===== config.mk =====
export PLATFORM = sky130hd
export DESIGN_NAME = homing_switch_sequencer
export DESIGN_NICKNAME = d
export VERILOG_FILES = /design/src/core/hss_pkg.sv /design/src/core/hss_switch_eval.sv /design/src/core/homing_switch_sequencer.sv
export SDC_FILE = /design/constraint.sdc
export NUM_CORES = 1
export LEC_CHECK = 0
export ABC_AREA = 1
export BUFFER_PORTS_ARGS = -buffer_cell sky130_fd_sc_hd__buf_4
export CAP_MARGIN = 20
export CORE_MARGIN = 2
export CORE_UTILIZATION = 51
export CTS_BUF_LIST = sky130_fd_sc_hd__clkbuf_4 sky130_fd_sc_hd__clkbuf_8
export DETAILED_ROUTE_END_ITERATION = 6
export MAX_ROUTING_LAYER = met4
export PLACE_DENSITY_LB_ADDON = 0.08
export SLEW_MARGIN = 20
export SYNTH_ARGS = -nofsm -noshare
export SYNTH_HDL_FRONTEND = slang
export SYNTH_SLANG_ARGS = --single-unit

===== constraint.sdc =====
create_clock -name clk -period 11 [get_ports clk]
set_input_delay 3.3 -clock clk [delete_from_list [all_inputs] [get_ports clk]]
set_output_delay 3.3 -clock clk [all_outputs]
set_load 0.01 [all_outputs]

===== src/core/hss_pkg.sv =====
// Package with register map, reset values, limits, modes and carrier types of the homing sequencer
package hss_pkg;

  // ----------------------------------------------------------------
  // Register offsets (parameter addresses)
  // ----------------------------------------------------------------
  localparam logic [15:0] HOME_SWITCH_POLARITY_ADDR = 16'h061C;
  localparam logic [15:0] NEGATIVE_LIMIT_POLARITY_ADDR = 16'h061E;
  localparam logic [15:0] POSITIVE_LIMIT_POLARITY_ADDR = 16'h0620;
  localparam logic [15:0] SWITCH_SEARCH_SPEED_ADDR = 16'h2808;
  localparam logic [15:0] SWITCH_LEAVE_SPEED_ADDR = 16'h280A;
  localparam logic [15:0] EDGE_SEARCH_LIMIT_ADDR = 16'h280C;
  localparam logic [15:0] EDGE_TO_HOME_DISTANCE_ADDR = 16'h280E;
  localparam logic [15:0] HOME_POSITION_VALUE_ADDR = 16'h2816;
  localparam logic [15:0] OVERRUN_SEARCH_LIMIT_ADDR = 16'h281A;
  localparam logic [15:0] HOMING_METHOD_SELECT_ADDR = 16'h2800;

  // ----------------------------------------------------------------
  // Reset values and ranges
  // ----------------------------------------------------------------
  localparam logic [15:0] POLARITY_RESET = 16'h0001;
  localparam logic [15:0] POL_INACTIVE = 16'h0000;
  localparam logic [15:0] POL_NC = 16'h0001;
  localparam logic [15:0] POL_NO = 16'h0002;
  localparam logic [15:0] SEARCH_SPEED_RESET = 16'h003C;
  localparam logic [15:0] SEARCH_SPEED_MAX = 16'h3390;
  localparam logic [15:0] LEAVE_SPEED_RESET = 16'h0006;
  localparam logic [15:0] LEAVE_SPEED_MAX = 16'h0BB8;
  localparam logic [15:0] SPEED_MIN = 16'h0001;
  localparam logic [31:0] EDGE_SEARCH_RESET = 32'h0000_0000;
  localparam logic [31:0] EDGE_DIST_RESET = 32'h0000_00C8;
  localparam logic [31:0] EDGE_DIST_MIN = 32'h0000_0001;
  localparam logic [31:0] HOME_POS_RESET = 32'h0000_0000;
  localparam logic [31:0] OVERRUN_RESET = 32'h0000_0000;
  localparam logic [15:0] METHOD_RESET = 16'h0000;

  // ----------------------------------------------------------------
  // Homing method codes handled here
  // ----------------------------------------------------------------
  localparam logic [15:0] METHOD_NEG_LIMIT = 16'h0011;
  localparam logic [15:0] METHOD_HOME_FIRST = 16'h001B;
  localparam logic [15:0] METHOD_HOME_LAST = 16'h001E;

  // ----------------------------------------------------------------
  // Sequencer states and carriers
  // ----------------------------------------------------------------
  typedef enum logic [2:0] {
    HS_IDLE = 3'b000,
    HS_SEARCH = 3'b001,
    HS_OVERRUN = 3'b010,
    HS_EDGE = 3'b011,
    HS_DIST = 3'b100,
    HS_LOAD = 3'b101
  } hss_state_t;

  typedef struct packed {
    logic rd;
    logic wr;
    logic [15:0] addr;
    logic [31:0] wdata;
  } hss_reg_req_t;

  typedef struct packed {
    logic valid;
    logic err;
    logic [31:0] rdata;
  } hss_reg_rsp_t;

  typedef struct packed {
    logic move;
    logic dirPos;
    logic [15:0] speed;
  } hss_motion_t;

endpackage : hss_pkg


===== src/core/hss_switch_eval.sv =====
// Evaluation of one switch input according to its polarity setting
module hss_switch_eval (
  // Clock and reset
  input wire logic clk,
  input wire logic reset,
  // Raw switch and setting
  input wire logic rawIn,
  input wire logic [15:0] polarity,
  input wire logic enable,
  // Evaluated level
  output logic active
);

  always_ff @(posedge clk) begin
    if (reset) begin
      active <= 1'b0;
    end else if (!enable) begin
      active <= 1'b0;
    end else begin
      case (polarity)
        hss_pkg::POL_NC: active <= !rawIn;
        hss_pkg::POL_NO: active <= rawIn;
        default: active <= 1'b0;
      endcase
    end
  end

endmodule : hss_switch_eval


===== src/core/homing_switch_sequencer.sv =====
// Homing sequencer: switch search, edge search, distance move and zero point load
// Contract
// (RULE1) Home switch polarity 1 means normally closed, 2 means normally open.
// (RULE2) Home switch evaluated only while homing runs.
// (RULE3) Each limit switch: 0 disabled, 1 normally closed, 2 normally open.
// (RULE4) Search speed accepts 1 to 13200, default 60.
// (RULE5) Leave speed accepts 1 to 3000, default 6.
// (RULE6) Both speeds clamped to the ramp speed ceiling.
// (RULE7) On success load home position into motor position; default 0.
// (RULE8) Edge not found within nonzero edge search limit cancels with error.
// (RULE9) After overrun, switch must return within nonzero limit or cancel.
// (RULE10) Drive to switch, then to edge, then travel set distance.
// (RULE11) Edge to home distance 1 to max, default 200, non-index methods only.
// (RULE12) Approach at search speed; edge return and distance at leave speed.
// (RULE13) Method 17 homes on the negative travel switch.
// (RULE14) Methods 27 to 30 home on the home switch.
// (RULE15) Homing ends on success, halt or error; reference kept on disable.
// (RULE16) Zero point valid only after completion; restart needed; mode lock held.
// (RULE17) Separate done and error indications.
module homing_switch_sequencer (
  // Clock and reset
  input wire logic clk,
  input wire logic reset,
  // Parameter access
  input wire hss_pkg::hss_reg_req_t regReq,
  output hss_pkg::hss_reg_rsp_t regRsp,
  // Switch inputs
  input wire logic homeSwitchIn,
  input wire logic negativeTravelSwitch,
  input wire logic positiveTravelSwitch,
  // Motion interface
  input wire logic [31:0] motorPosition,
  input wire logic [15:0] rampSpeedCeiling,
  input wire logic moveDone,
  input wire logic start,
  input wire logic halt,
  input wire logic powerEnabled,
  output hss_pkg::hss_motion_t motionCmd,
  output logic [31:0] distTarget,
  output logic distMoveReq,
  output logic posLoad,
  output logic [31:0] posLoadValue,
  // Status
  output logic busy,
  output logic done,
  output logic error,
  output logic refValid,
  output logic modeLock
);

  // ----------------------------------------------------------------
  // Parameter registers
  // ----------------------------------------------------------------
  logic [15:0] homePol_r;
  logic [15:0] negPol_r;
  logic [15:0] posPol_r;
  logic [15:0] searchSpeed_r;
  logic [15:0] leaveSpeed_r;
  logic [31:0] edgeLimit_r;
  logic [31:0] edgeDist_r;
  logic [31:0] homePos_r;
  logic [31:0] overrunLimit_r;
  logic [15:0] method_r;
  hss_pkg::hss_state_t state_r;
  hss_pkg::hss_state_t state_nxt;

  function automatic logic [15:0] clampSpeed(input logic [15:0] v, input logic [15:0] lo, input logic [15:0] hi);
    if (v < lo) begin
      return lo;
    end else if (v > hi) begin
      return hi;
    end
    return v;
  endfunction : clampSpeed

  function automatic logic [31:0] absDiff(input logic [31:0] a, input logic [31:0] b);
    logic [31:0] d;
    d = a - b;
    return d[31] ? (32'h0000_0000 - d) : d;
  endfunction : absDiff

  function automatic logic overLimit(input logic [31:0] lim, input logic [31:0] trav);
    return (lim != 32'h0000_0000) && (trav > lim);
  endfunction : overLimit

  always_ff @(posedge clk) begin
    if (reset) begin
      homePol_r <= hss_pkg::POLARITY_RESET;
      negPol_r <= hss_pkg::POLARITY_RESET;
      posPol_r <= hss_pkg::POLARITY_RESET;
      searchSpeed_r <= hss_pkg::SEARCH_SPEED_RESET;
      leaveSpeed_r <= hss_pkg::LEAVE_SPEED_RESET;
      edgeLimit_r <= hss_pkg::EDGE_SEARCH_RESET;
      edgeDist_r <= hss_pkg::EDGE_DIST_RESET;
      homePos_r <= hss_pkg::HOME_POS_RESET;
      overrunLimit_r <= hss_pkg::OVERRUN_RESET;
      method_r <= hss_pkg::METHOD_RESET;
    end else if (regReq.wr) begin
      case (regReq.addr)
        hss_pkg::HOME_SWITCH_POLARITY_ADDR: begin
          if (regReq.wdata[15:0] == hss_pkg::POL_NC || regReq.wdata[15:0] == hss_pkg::POL_NO) begin
            homePol_r <= regReq.wdata[15:0]; // RULE1
          end
        end
        hss_pkg::NEGATIVE_LIMIT_POLARITY_ADDR: begin
          if (regReq.wdata[15:0] <= hss_pkg::POL_NO) begin
            negPol_r <= regReq.wdata[15:0]; // RULE3
          end
        end
        hss_pkg::POSITIVE_LIMIT_POLARITY_ADDR: begin
          if (regReq.wdata[15:0] <= hss_pkg::POL_NO) begin
            posPol_r <= regReq.wdata[15:0]; // RULE3
          end
        end
        hss_pkg::SWITCH_SEARCH_SPEED_ADDR: begin
          searchSpeed_r <= clampSpeed(regReq.wdata[15:0], hss_pkg::SPEED_MIN, hss_pkg::SEARCH_SPEED_MAX); // RULE4
        end
        hss_pkg::SWITCH_LEAVE_SPEED_ADDR: begin
          leaveSpeed_r <= clampSpeed(regReq.wdata[15:0], hss_pkg::SPEED_MIN, hss_pkg::LEAVE_SPEED_MAX); // RULE5
        end
        hss_pkg::EDGE_SEARCH_LIMIT_ADDR: begin
          if (!regReq.wdata[31]) begin
            edgeLimit_r <= regReq.wdata;
          end
        end
        hss_pkg::EDGE_TO_HOME_DISTANCE_ADDR: begin
          if (!regReq.wdata[31] && regReq.wdata >= hss_pkg::EDGE_DIST_MIN) begin
            edgeDist_r <= regReq.wdata; // RULE11
          end
        end
        hss_pkg::HOME_POSITION_VALUE_ADDR: begin
          homePos_r <= regReq.wdata;
        end
        hss_pkg::OVERRUN_SEARCH_LIMIT_ADDR: begin
          if (!regReq.wdata[31]) begin
            overrunLimit_r <= regReq.wdata;
          end
        end
        hss_pkg::HOMING_METHOD_SELECT_ADDR: begin
          // Method cannot change while a movement runs
          if (state_r == hss_pkg::HS_IDLE) begin
            method_r <= regReq.wdata[15:0];
          end
        end
        default: begin
        end
      endcase
    end
  end

  // ----------------------------------------------------------------
  // Read path
  // ----------------------------------------------------------------
  always_ff @(posedge clk) begin
    if (reset) begin
      regRsp <= '0;
    end else begin
      regRsp.valid <= regReq.rd || regReq.wr;
      regRsp.err <= 1'b0;
      regRsp.rdata <= 32'h0000_0000;
      if (regReq.rd) begin
        case (regReq.addr)
          hss_pkg::HOME_SWITCH_POLARITY_ADDR: regRsp.rdata <= {16'h0000, homePol_r};
          hss_pkg::NEGATIVE_LIMIT_POLARITY_ADDR: regRsp.rdata <= {16'h0000, negPol_r};
          hss_pkg::POSITIVE_LIMIT_POLARITY_ADDR: regRsp.rdata <= {16'h0000, posPol_r};
          hss_pkg::SWITCH_SEARCH_SPEED_ADDR: regRsp.rdata <= {16'h0000, searchSpeed_r};
          hss_pkg::SWITCH_LEAVE_SPEED_ADDR: regRsp.rdata <= {16'h0000, leaveSpeed_r};
          hss_pkg::EDGE_SEARCH_LIMIT_ADDR: regRsp.rdata <= edgeLimit_r;
          hss_pkg::EDGE_TO_HOME_DISTANCE_ADDR: regRsp.rdata <= edgeDist_r;
          hss_pkg::HOME_POSITION_VALUE_ADDR: regRsp.rdata <= homePos_r;
          hss_pkg::OVERRUN_SEARCH_LIMIT_ADDR: regRsp.rdata <= overrunLimit_r;
          hss_pkg::HOMING_METHOD_SELECT_ADDR: regRsp.rdata <= {13'h0000, state_r, method_r};
          default: regRsp.err <= 1'b1;
        endcase
      end else if (regReq.wr) begin
        case (regReq.addr)
          hss_pkg::HOME_SWITCH_POLARITY_ADDR, hss_pkg::NEGATIVE_LIMIT_POLARITY_ADDR,
          hss_pkg::POSITIVE_LIMIT_POLARITY_ADDR, hss_pkg::SWITCH_SEARCH_SPEED_ADDR,
          hss_pkg::SWITCH_LEAVE_SPEED_ADDR, hss_pkg::EDGE_SEARCH_LIMIT_ADDR,
          hss_pkg::EDGE_TO_HOME_DISTANCE_ADDR, hss_pkg::HOME_POSITION_VALUE_ADDR,
          hss_pkg::OVERRUN_SEARCH_LIMIT_ADDR, hss_pkg::HOMING_METHOD_SELECT_ADDR: regRsp.err <= 1'b0;
          default: regRsp.err <= 1'b1;
        endcase
      end
    end
  end

  // ----------------------------------------------------------------
  // Switch evaluation
  // ----------------------------------------------------------------
  logic homeActive;
  logic negActive;
  logic posActive;
  logic homingRun;
  assign homingRun = (state_r != hss_pkg::HS_IDLE);

  hss_switch_eval uHome (
    .clk(clk),
    .reset(reset),
    .rawIn(homeSwitchIn),
    .polarity(homePol_r),
    .enable(homingRun), // RULE2
    .active(homeActive)
  );

  hss_switch_eval uNeg (
    .clk(clk),
    .reset(reset),
    .rawIn(negativeTravelSwitch),
    .polarity(negPol_r),
    .enable(1'b1),
    .active(negActive)
  );

  hss_switch_eval uPos (
    .clk(clk),
    .reset(reset),
    .rawIn(positiveTravelSwitch),
    .polarity(posPol_r),
    .enable(1'b1),
    .active(posActive)
  );

  // ----------------------------------------------------------------
  // Method decode and targets
  // ----------------------------------------------------------------
  logic methodNeg;
  logic methodHome;
  logic homeDirPos;
  logic targetActive;
  logic [15:0] searchEff;
  logic [15:0] leaveEff;
  assign methodNeg = (method_r == hss_pkg::METHOD_NEG_LIMIT); // RULE13
  assign methodHome = (method_r >= hss_pkg::METHOD_HOME_FIRST) && (method_r <= hss_pkg::METHOD_HOME_LAST); // RULE14
  assign homeDirPos = 1'b0;
  assign targetActive = methodNeg ? negActive : homeActive;
  assign searchEff = (searchSpeed_r > rampSpeedCeiling) ? rampSpeedCeiling : searchSpeed_r; // RULE6
  assign leaveEff = (leaveSpeed_r > rampSpeedCeiling) ? rampSpeedCeiling : leaveSpeed_r; // RULE6

  logic [31:0] anchor_r;
  logic [31:0] travelled;
  logic searchDir;
  logic limitHit;
  assign travelled = absDiff(motorPosition, anchor_r);
  assign searchDir = methodNeg ? 1'b0 : homeDirPos;
  assign limitHit = searchDir ? posActive : negActive;

  // ----------------------------------------------------------------
  // Sequencer
  // ----------------------------------------------------------------
  logic failNow;
  logic startGo;
  always_comb begin
    state_nxt = state_r;
    failNow = 1'b0;
    case (state_r)
      hss_pkg::HS_IDLE: begin
        if (start && (methodNeg || methodHome)) begin
          state_nxt = hss_pkg::HS_SEARCH; // RULE10
        end
      end
      hss_pkg::HS_SEARCH: begin
        if (targetActive) begin
          state_nxt = hss_pkg::HS_EDGE; // RULE10
        end else if (methodHome && limitHit) begin
          state_nxt = hss_pkg::HS_OVERRUN; // RULE9
        end
      end
      hss_pkg::HS_OVERRUN: begin
        if (targetActive) begin
          state_nxt = hss_pkg::HS_EDGE;
        end else if (overLimit(overrunLimit_r, travelled)) begin
          failNow = 1'b1; // RULE9
        end
      end
      hss_pkg::HS_EDGE: begin
        if (!targetActive) begin
          state_nxt = hss_pkg::HS_DIST; // RULE10
        end else if (overLimit(edgeLimit_r, travelled)) begin
          failNow = 1'b1; // RULE8
        end
      end
      hss_pkg::HS_DIST: begin
        if (moveDone) begin
          state_nxt = hss_pkg::HS_LOAD;
        end
      end
      hss_pkg::HS_LOAD: begin
        state_nxt = hss_pkg::HS_IDLE;
      end
      default: begin
        state_nxt = hss_pkg::HS_IDLE;
      end
    endcase
    // Halt, power loss or a monitor trip ends the run without a new zero point
    if (state_r != hss_pkg::HS_IDLE && (halt || !powerEnabled || failNow)) begin
      state_nxt = hss_pkg::HS_IDLE; // RULE15 RULE16
    end
  end
  assign startGo = (state_r == hss_pkg::HS_IDLE) && (state_nxt == hss_pkg::HS_SEARCH);

  always_ff @(posedge clk) begin
    if (reset) begin
      state_r <= hss_pkg::HS_IDLE;
    end else begin
      state_r <= state_nxt;
    end
  end

  // Distance monitors count from the position where each phase began
  always_ff @(posedge clk) begin
    if (reset) begin
      anchor_r <= 32'h0000_0000;
    end else if (state_nxt != state_r) begin
      anchor_r <= motorPosition; // RULE8 RULE9
    end
  end

  // ----------------------------------------------------------------
  // Motion and load outputs
  // ----------------------------------------------------------------
  always_ff @(posedge clk) begin
    if (reset) begin
      motionCmd <= '0;
    end else begin
      motionCmd.move <= (state_nxt == hss_pkg::HS_SEARCH) || (state_nxt == hss_pkg::HS_OVERRUN)
                        || (state_nxt == hss_pkg::HS_EDGE);
      if (state_nxt == hss_pkg::HS_SEARCH) begin
        motionCmd.dirPos <= searchDir;
        motionCmd.speed <= searchEff; // RULE12
      end else begin
        motionCmd.dirPos <= !searchDir;
        motionCmd.speed <= leaveEff; // RULE12
      end
    end
  end

  always_ff @(posedge clk) begin
    if (reset) begin
      distMoveReq <= 1'b0;
      distTarget <= 32'h0000_0000;
      posLoad <= 1'b0;
      posLoadValue <= 32'h0000_0000;
    end else begin
      distMoveReq <= (state_r == hss_pkg::HS_EDGE) && (state_nxt == hss_pkg::HS_DIST); // RULE11
      distTarget <= searchDir ? (motorPosition - edgeDist_r) : (motorPosition + edgeDist_r); // RULE11
      posLoad <= (state_nxt == hss_pkg::HS_LOAD); // RULE7
      posLoadValue <= homePos_r; // RULE7
    end
  end

  // ----------------------------------------------------------------
  // Status
  // ----------------------------------------------------------------
  always_ff @(posedge clk) begin
    if (reset) begin
      busy <= 1'b0;
      modeLock <= 1'b0;
    end else begin
      busy <= (state_nxt != hss_pkg::HS_IDLE);
      modeLock <= (state_nxt != hss_pkg::HS_IDLE); // RULE16
    end
  end

  always_ff @(posedge clk) begin
    if (reset) begin
      done <= 1'b0;
      error <= 1'b0;
    end else if (startGo) begin
      done <= 1'b0;
      error <= 1'b0;
    end else begin
      if (state_r == hss_pkg::HS_LOAD) begin
        done <= 1'b1; // RULE17
      end
      if (state_r != hss_pkg::HS_IDLE && (failNow || !powerEnabled)) begin
        error <= 1'b1; // RULE17
      end
    end
  end

  // Reference survives power stage disable; only a new run drops it
  always_ff @(posedge clk) begin
    if (reset) begin
      refValid <= 1'b0;
    end else if (startGo) begin
      refValid <= 1'b0; // RULE16
    end else if (state_r == hss_pkg::HS_LOAD) begin
      refValid <= 1'b1; // RULE15 RULE16
    end
  end

endmodule : homing_switch_sequencer


==> summary.md, run 1 <==
| Metric | Value |
|---|---|
| Status | `completed` |
| Synth Cell Area | `0.02140 mm2` |
| Top Ports | `230` |
| CTS buffer count | `67` |
| Total Wirelength | `75.66 mm` |
| Post-CTS sizing | `0` |
| Met3 WL | `5.840 mm` |
| Metal-1 WL | `29.98 mm` |
| VDD IR-drop max | `0.1285 mV` |
| Post-route DRC | `0` |
| Final max-slew violation count | `0` |
| Global-route wire length before repair | `115.0 mm` |
| CP Data Arrival Time | `9.39 ns` |
| Fin util | `0.6017` |
| Fmax | `0.1129 GHz` |
| Post-CTS Setup Inserts | `0` |
| Initial DRC Count | `1886` |
| IO Port Bufs | `228` |
| Gpl congestion | `0.9830` |
| Final Hold Vio Count | `0` |
| Final setup viols | `0` |
| Clock root buffer | `clkbuf_8` |
| CP Data Required Time | `11.54 ns` |
| Clock transition at path regs | `0.06 ns` |
| Setup tns final | `0 ns` |
| Multi-input logic area | `0.01138 mm2` |
| Final worst slack | `2.144 ns` |
| CP endpoint kind | `flip-flop` |
| Slew at the pin closest to its max-slew limit | `1.089 ns` |
| Wirelength per Cell | `19.53 um` |
| Tot Pwr | `3.321 mW` |
| TritonCTS clock tree | `yes` |
| Core Region | `0.04167 mm2` |
| Syn Area/Cell | `6.949 um2` |
| EDFF count, synth | `0` |
| Synth top area share | `0.3555` |
| Worst hold path class | `flip-flop to flip-flop` |
| Sink Count | `380` |
| Grt ovf | `0` |
| Hold buffers post-CTS | `0` |
| Area contributors post-synth | `dfxtp_1 36%, nand2_1 9.2%, inv_1 9.2%, ha_1 9.2%, a21oi_1 6.7%` |
| Fin crit share | `0.8051` |
| Min cycle time layout | `8.856 ns` |
| Fillcell total | `3957` |
| Sequential cell area fraction in the yosys report | `0.3555` |
| Antenna violations before repair | `1` |
| RSZ-0062 raised after global routing | `false` |
| Pleak | `11.47 nW` |
| Mapped Cells | `3079` |
| Critical Path Source Type | `primary input` |
| Dpl hpwl | `58.50 mm` |
| Via count | `21670` |
| Clock Skew | `0.04919 ns` |
| Top Metal Used | `met4` |
| WS Path Type | `primary input to flip-flop` |
| Clk_lat worst skew | `0.68 ns` |
| Commonest non-fill, non-tap cell in the layout | `nand2_1` |
| Crit Path Max Fanout | `64` |
| Synth area leader | `dfxtp_1` |
| Synth warn | `0` |
| Diode count | `0` |
| Slowest stage cell, crit path | `nand3_4` |
| Post-route ant nets | `0` |
| Die X-Extent | `208.8 um` |
| Pre-Repair DR Iteration Count | `7` |
| FF+latch area | `0.007607 mm2` |
| Nets | `3549` |
| Final instance area | `0.02507 mm2` |
| Max-Cap Viols | `0` |
| Crit-path max cell delay | `0.50 ns` |
| Number of global-route vias before repair | `20670` |
| Synth-to-layout area growth | `17.17%` |
| Core Rows | `75` |
| Chip height | `208.8 um` |
| Vias per cell | `5.593` |
| Post-DP Area | `0.02348 mm2` |
| Starting density of the core | `0.5135` |
| Post-place setup slack | `1.590 ns` |
| Most frequent CP cell | `nand2_1` |
| Cell variety after synth | `57` |
| Seq cells post-synth | `380` |
| Met2 wire length | `35.96 mm` |
| Die area | `0.04361 mm2` |
| Share of cells above drive strength 1 | `0.1250` |
| Pin count of the biggest net entering global routing | `94` |
| Main synth FF type | `dfxtp_1` |
| All-Layer GR Usage | `0.3503` |
| Most frequent cells in the layout | `526 x nand2_1, 523 x inv_1, 380 x dfxtp_1` |
| H-tree level count | `3` |
| Synth async-reset ratio | `0` |
| PD cells | `132.5 mW/mm2` |
| Max_slew headroom | `0.2724` |
| Syn Nets | `3345` |
| CTS max path bufs | `3` |
[cells by family (layout without fill, tap and decap cells)]
kind of cell | after synthesis | count (layout) | share of synthesized area
buffers and inverters | 643 | 899 | 0.1148
XOR/XNOR | 36 | 36 | 0.01474
flip-flops | 380 | 380 | 0.3555
adder cells (fa/ha/maj) | 159 | 159 | 0.09368
AO/OA/AOI/OAI | 740 | 740 | 0.2005
AND/OR/NAND/NOR | 1121 | 1121 | 0.2207
[area by class of cell]
type                    instances  share of cell area
flip-flops and latches        380              0.3034
repair buffers                243             0.07356
clock inverters                18            0.009183
inverters                     535             0.08020
clock buffers                 103             0.05280
multi-input cells            2056              0.4539
well taps                     539             0.02690
[per-layer routing]
layer / track usage / vias up
met5: - / -
met4: 0.1663 / 0
met3: 0.06057 / 206
met2: 0.5878 / 889
met1: 0.4080 / 9986
li1: - / 10590
[worst paths after layout]
check / cells after the start / startpoint / slack [ns] / end
min: 2 / posPol_r[11]$_SDFFE_PP0P_ / 0.44 / posPol_r[11]$_SDFFE_PP0P_
min reg2reg: 2 / posPol_r[11]$_SDFFE_PP0P_ / 0.44 / posPol_r[11]$_SDFFE_PP0P_
max: 38 / motorPosition[0] / 2.14 / anchor_r[27]$_SDFFE_PP0P_
max reg2reg: 36 / anchor_r[0]$_SDFFE_PP0P_ / 4.62 / anchor_r[27]$_SDFFE_PP0P_
[synthesized netlist by cell type (all sizes together), types with 11 or more instances]
| library cell | n |
|---|---|
| nand2 | 537 |
| inv | 531 |
| dfxtp | 380 |
| nor2 | 346 |
| a21oi | 287 |
| o21ai | 228 |
| ha | 157 |
| clkbuf | 85 |
| nand3 | 85 |
| nor3 | 70 |
| a221oi | 47 |
| nand4 | 46 |
| o22ai | 44 |
| a211oi | 30 |
| xor2 | 26 |
| buf | 23 |
| nor4 | 20 |
| a22oi | 18 |
| o211ai | 15 |
| a31oi | 13 |
| o21a | 13 |
| nand3b | 11 |
[worst max-delay path, delay by kind of cell]
kind            cells  cell delay (ns)
xor+xnor            1             0.37
compound gates      1             0.32
fa+ha+maj           4             1.05
simple gates       27             3.86
buf+inv             5             0.40
[metrics by stage]
stage | cells | hold slack (ns)
2_1_floorplan | 3079 | 0.4190
3_3_place_gp | 3752 | 0.4270
3_5_place_dp | 3752 | 0.4313
4_1_cts | 3873 | 0.4412
5_1_grt | 3874 | 0.4485
6_report | 3874 | 0.4435
[where the power goes]
part,switching (mW),internal (mW),total (mW)
Combinational,0.279,0.156,0.435
Clock,0.628,0.871,1.50
Sequential,0.00220,1.38,1.39
[sequential cells by signal, summed over array words and instances (netlist names), 3 cells and up]
| name | flops |
|---|---|
| anchor_r | 32 |
| leaveSpeed_r | 16 |
| overrunLimit_r | 31 |
| edgeDist_r | 32 |
| searchSpeed_r | 16 |
| regRsp | 34 |
| homePos_r | 32 |
| homePol_r | 16 |
| posLoadValue | 32 |
| edgeLimit_r | 31 |
| motionCmd | 18 |
| negPol_r | 16 |
| state_r | 3 |
| distTarget | 32 |
| method_r | 16 |
| posPol_r | 16 |
No activity file was read; power rests on OpenSTA's default activity.
==> run 2: changes to the inputs <==
--- a/config.mk
+++ b/config.mk
@@ -5,7 +5,7 @@
 export SDC_FILE = /design/constraint.sdc
 export NUM_CORES = 1
 export LEC_CHECK = 0
-export ABC_AREA = 1
+export ABC_AREA = 0
 export BUFFER_PORTS_ARGS = -buffer_cell sky130_fd_sc_hd__buf_4
 export CAP_MARGIN = 20
 export CORE_MARGIN = 2
==> constraint.sdc (replaced) <==
create_clock -name clk -period 8.5 [get_ports clk]
set_input_delay 2.55 -clock clk [delete_from_list [all_inputs] [get_ports clk]]
set_output_delay 2.55 -clock clk [all_outputs]
set_load 0.01 [all_outputs]
==> summary.md, run 2 <==
| Metric | Value |
|---|---|
| CP bufs+invs | `6 (was 5)` |
| Clock power share | `0.438 (was 0.451)` |
| Cell variety after synth | `85 (was 57)` |
| Grt ovf | `0 (unchanged)` |
| Synth Cell Area | `0.02094 mm2 (was 0.02140 mm2)` |
| Area contributors post-synth | `dfxtp_1 36%, ha_1 9.4%, nand2_1 5.4%, a21oi_1 5.3%, mux2i_1 4.3% (was dfxtp_1 36%, nand2_1 9.2%, inv_1 9.2%, ha_1 9.2%, a21oi_1 6.7%)` |
| Fin crit share | `0.9530` |
| Most flops, register | `regRsp (unchanged)` |
| H-tree level count | `3 (unchanged)` |
| VDD IR-drop max | `0.1741 mV (was 0.1285 mV)` |
| Initial DRC Count | `1990 (was 1886)` |
| Commonest non-fill, non-tap cell in the layout | `dfxtp_1 (was nand2_1)` |
| Met2 wire length | `32.35 mm (was 35.96 mm)` |
| Post-route DRC | `0 (unchanged)` |
| Synth top area share | `0.3633 (was 0.3555)` |
| Crit-path max cell delay | `0.60 ns (was 0.50 ns)` |
| Total Wirelength | `72.64 mm (was 75.66 mm)` |
| Worst reg2reg setup slack | `2.09 ns (was 4.62 ns)` |
| Vias per cell | `5.944 (was 5.593)` |
| Clock transition at path regs | `0.06 ns (about the same)` |
| Sequential cell area fraction in the yosys report | `0.3633 (was 0.3555)` |
| Combinational Power Share | `0.156 (was 0.131)` |
| Pre-Repair DR Iteration Count | `6 (was 7)` |
| Cell count along the critical path | `28 (was 38)` |
| Top Metal Used | `met4 (unchanged)` |
| WS Path Type | `primary input to flip-flop (unchanged)` |
| Fin util | `0.6290 (was 0.6017)` |
| Post-DP Area | `0.02395 mm2 (was 0.02348 mm2)` |
| Main synth FF type | `dfxtp_1 (unchanged)` |
| Most frequent cells in the layout | `380 x dfxtp_1, 377 x buf_4, 302 x nand2_1 (was 526 x nand2_1, 523 x inv_1, 380 x dfxtp_1)` |
| Worst hold path class | `flip-flop to flip-flop (unchanged)` |
| Tot Pwr | `4.424 mW (was 3.321 mW)` |
| Mapped Cells | `2504 (was 3079)` |
| Share of cells above drive strength 1 | `0.1975 (was 0.1250)` |
| Crit Path Max Fanout | `32 (was 64)` |
| Number of global-route vias before repair | `18780 (was 20670)` |
| Gpl congestion | `0.9503 (was 0.9830)` |
| Starting density of the core | `0.5152 (was 0.5135)` |
| Via count | `20170 (was 21670)` |
| Top Ports | `230 (unchanged)` |
| Clk_lat worst skew | `0.65 ns (was 0.68 ns)` |
| Synth area leader | `dfxtp_1 (unchanged)` |
| Sw Share | `0.2723 (was 0.2738)` |
| Clock Skew | `0.03998 ns (was 0.04919 ns)` |
| Setup tns final | `0 ns (unchanged)` |
| Post-place setup slack | `-0.2915 ns (was 1.590 ns)` |
| Antenna violations before repair | `1 (unchanged)` |
| Wirelength per Cell | `21.40 um (was 19.53 um)` |
| Chip height | `206.6 um (was 208.8 um)` |
| Sequential share of power | `0.406 (was 0.418)` |
| Non-Filler Instances | `3394 (was 3874)` |
| Net Switching | `1.204 mW (was 0.9093 mW)` |
| Dpl hpwl | `54.67 mm (was 58.50 mm)` |
| Syn Area/Cell | `8.363 um2 (was 6.949 um2)` |
| Die area | `0.04270 mm2 (was 0.04361 mm2)` |
| IO Port Bufs | `228 (unchanged)` |
| Min cycle time layout | `8.100 ns` |
| Status | `completed (unchanged)` |
| Max-Cap Viols | `0 (unchanged)` |
| TritonCTS clock tree | `yes (unchanged)` |
| Top post-synthesis cells by count | `380 x dfxtp_1, 304 x nand2_1, 221 x a21oi_1 (was 527 x nand2_1, 524 x inv_1, 380 x dfxtp_1)` |
| PD cells | `173.0 mW/mm2 (was 132.5 mW/mm2)` |
| RSZ-0062 raised after global routing | `false (unchanged)` |
| Placed cell count | `3268 (was 3752)` |
| WHS | `0.4583 ns (was 0.4435 ns)` |
| Die X-Extent | `206.6 um (was 208.8 um)` |
| Final instance area | `0.02557 mm2 (was 0.02507 mm2)` |
| Nets | `3075 (was 3549)` |
| Synth async-reset ratio | `0 (unchanged)` |
| Slew at the pin closest to its max-slew limit | `0.9485 ns (was 1.089 ns)` |
| Final Hold Vio Count | `0 (unchanged)` |
| Pin count of the biggest net entering global routing | `93 (was 94)` |
| Clock root buffer | `clkbuf_8 (unchanged)` |
| Sink Count | `380 (unchanged)` |
| EDFF count, synth | `0 (unchanged)` |
| Seq cells post-synth | `380 (unchanged)` |
| CTS max path bufs | `3 (unchanged)` |
| CTS buffer count | `69 (was 67)` |
| Final max-slew violation count | `0 (unchanged)` |
| Hold path depth | `2 (unchanged)` |
| CP Data Arrival Time | `8.65 ns (was 9.39 ns)` |
| Final worst slack | `0.3997 ns (was 2.144 ns)` |
| Global-route wire length before repair | `108.3 mm (was 115.0 mm)` |
| CP endpoint kind | `flip-flop (unchanged)` |
| R2R cell count | `27 (was 36)` |
| Hold buffers post-CTS | `0 (unchanged)` |
| Internal Power | `3.219 mW (was 2.411 mW)` |
| Most frequent cell after synthesis | `dfxtp_1 (was nand2_1)` |
| Pleak | `10.68 nW (was 11.47 nW)` |
| Met3 WL | `5.921 mm (was 5.840 mm)` |
| Fmax | `0.1235 GHz` |
| Post-route ant nets | `0 (unchanged)` |
| Largest register FFs | `34 (unchanged)` |
| Core Region | `0.04065 mm2 (was 0.04167 mm2)` |
| Max_slew headroom | `0.3670 (was 0.2724)` |
| Critical Path Source Type | `primary input (unchanged)` |
| Core Rows | `74 (was 75)` |
| All-Layer GR Usage | `0.3438 (was 0.3503)` |
| CP Data Required Time | `9.05 ns (was 11.54 ns)` |
| Slowest stage cell, crit path | `or4_4 (was nand3_4)` |
| Metal-1 WL | `32.30 mm (was 29.98 mm)` |
| Synth warn | `0 (unchanged)` |
| Syn Nets | `2770 (was 3345)` |
| Final setup viols | `0 (unchanged)` |
| Synth-to-layout area growth | `22.09% (was 17.17%)` |
| CP top delay family | `compound AO/OA/AOI/OAI gates (was simple AND/OR/NAND/NOR gates)` |
-- run 2: changes by cell type in the layout (fill, tap and decap cells not counted), moves of 32 or more --
cell     previous run  this run
o22a_1              0        32
nand3_1            81        35
nor2b_1             1        56
inv_1             523       148
xnor2_1            10        46
a21oi_1           287       220
nand2_1           526       302
nor2_1            332       158
o21ai_0           218        54
and2_1              3        36
a21o_1              4        59
mux2i_1             0        89
and3_1              1        33
buf_4             242       377
-- run 2: path summary, 6_finish.rpt --
path	from	to
max	motorPosition[0]	anchor_r[9]$_SDFFE_PP0P_
min	anchor_r[20]$_SDFFE_PP0P_	anchor_r[20]$_SDFFE_PP0P_
max reg2reg	anchor_r[2]$_SDFFE_PP0P_	anchor_r[9]$_SDFFE_PP0P_
min reg2reg	anchor_r[20]$_SDFFE_PP0P_	anchor_r[20]$_SDFFE_PP0P_
-- run 2: power by group through the flow --
stage	Clock [mW]	Combinational, mW	Sequential, mW
finish	1.94	0.690	1.80
global placement	0	0.654	1.84
global route	2.04	0.753	1.80
detailed placement	0	0.670	1.84
floorplan	0	0.378	1.84
CTS	1.96	0.675	1.80
-- run 2: routing by layer --
metal,global-route usage,vias to the layer above
met5,-,-
met4,0.1153,0
met3,0.06531,121
met2,0.5168,773
met1,0.4635,9666
li1,-,9614
-- run 2: cell type report --
class                      instances  area (um2)
clock inverter                    22       245.2
sequential                       380        7607
inverter                         149       559.3
tap                              532       665.6
clock buffer                     101        1309
multi-input combinational       1828       12290
fill                            3612       15080
timing repair buffer             381        2893
antenna                            1       2.502
-- run 2: logic make-up after synthesis --
logic type | Yosys count | synth area share
and+or+nand+nor | 841 | 0.1959
AOI/OAI and AO/OA | 657 | 0.2122
DFF | 380 | 0.3633
buffers and inverters | 296 | 0.05539
adders and majority gates | 159 | 0.09572
muxes | 94 | 0.04535
xor gates and xnor gates | 77 | 0.03220
-- run 2: worst register-to-register path, delay by kind of cell (launching register included) --
family                     cells  cell delay, ns
AOI/OAI and AO/OA             11            2.40
and+or+nand+nor                6            1.37
buffers and inverters          5            0.78
adders and majority gates      2            0.64
muxes                          2            0.57
DFF                            1            0.32
xor gates and xnor gates       1            0.24
-- run 2: repair_timing --
action / in CTS / in global routing
resized for setup: 0 / 8
setup endpoints to repair: 0 / 36
setup buffers: 0 / 1
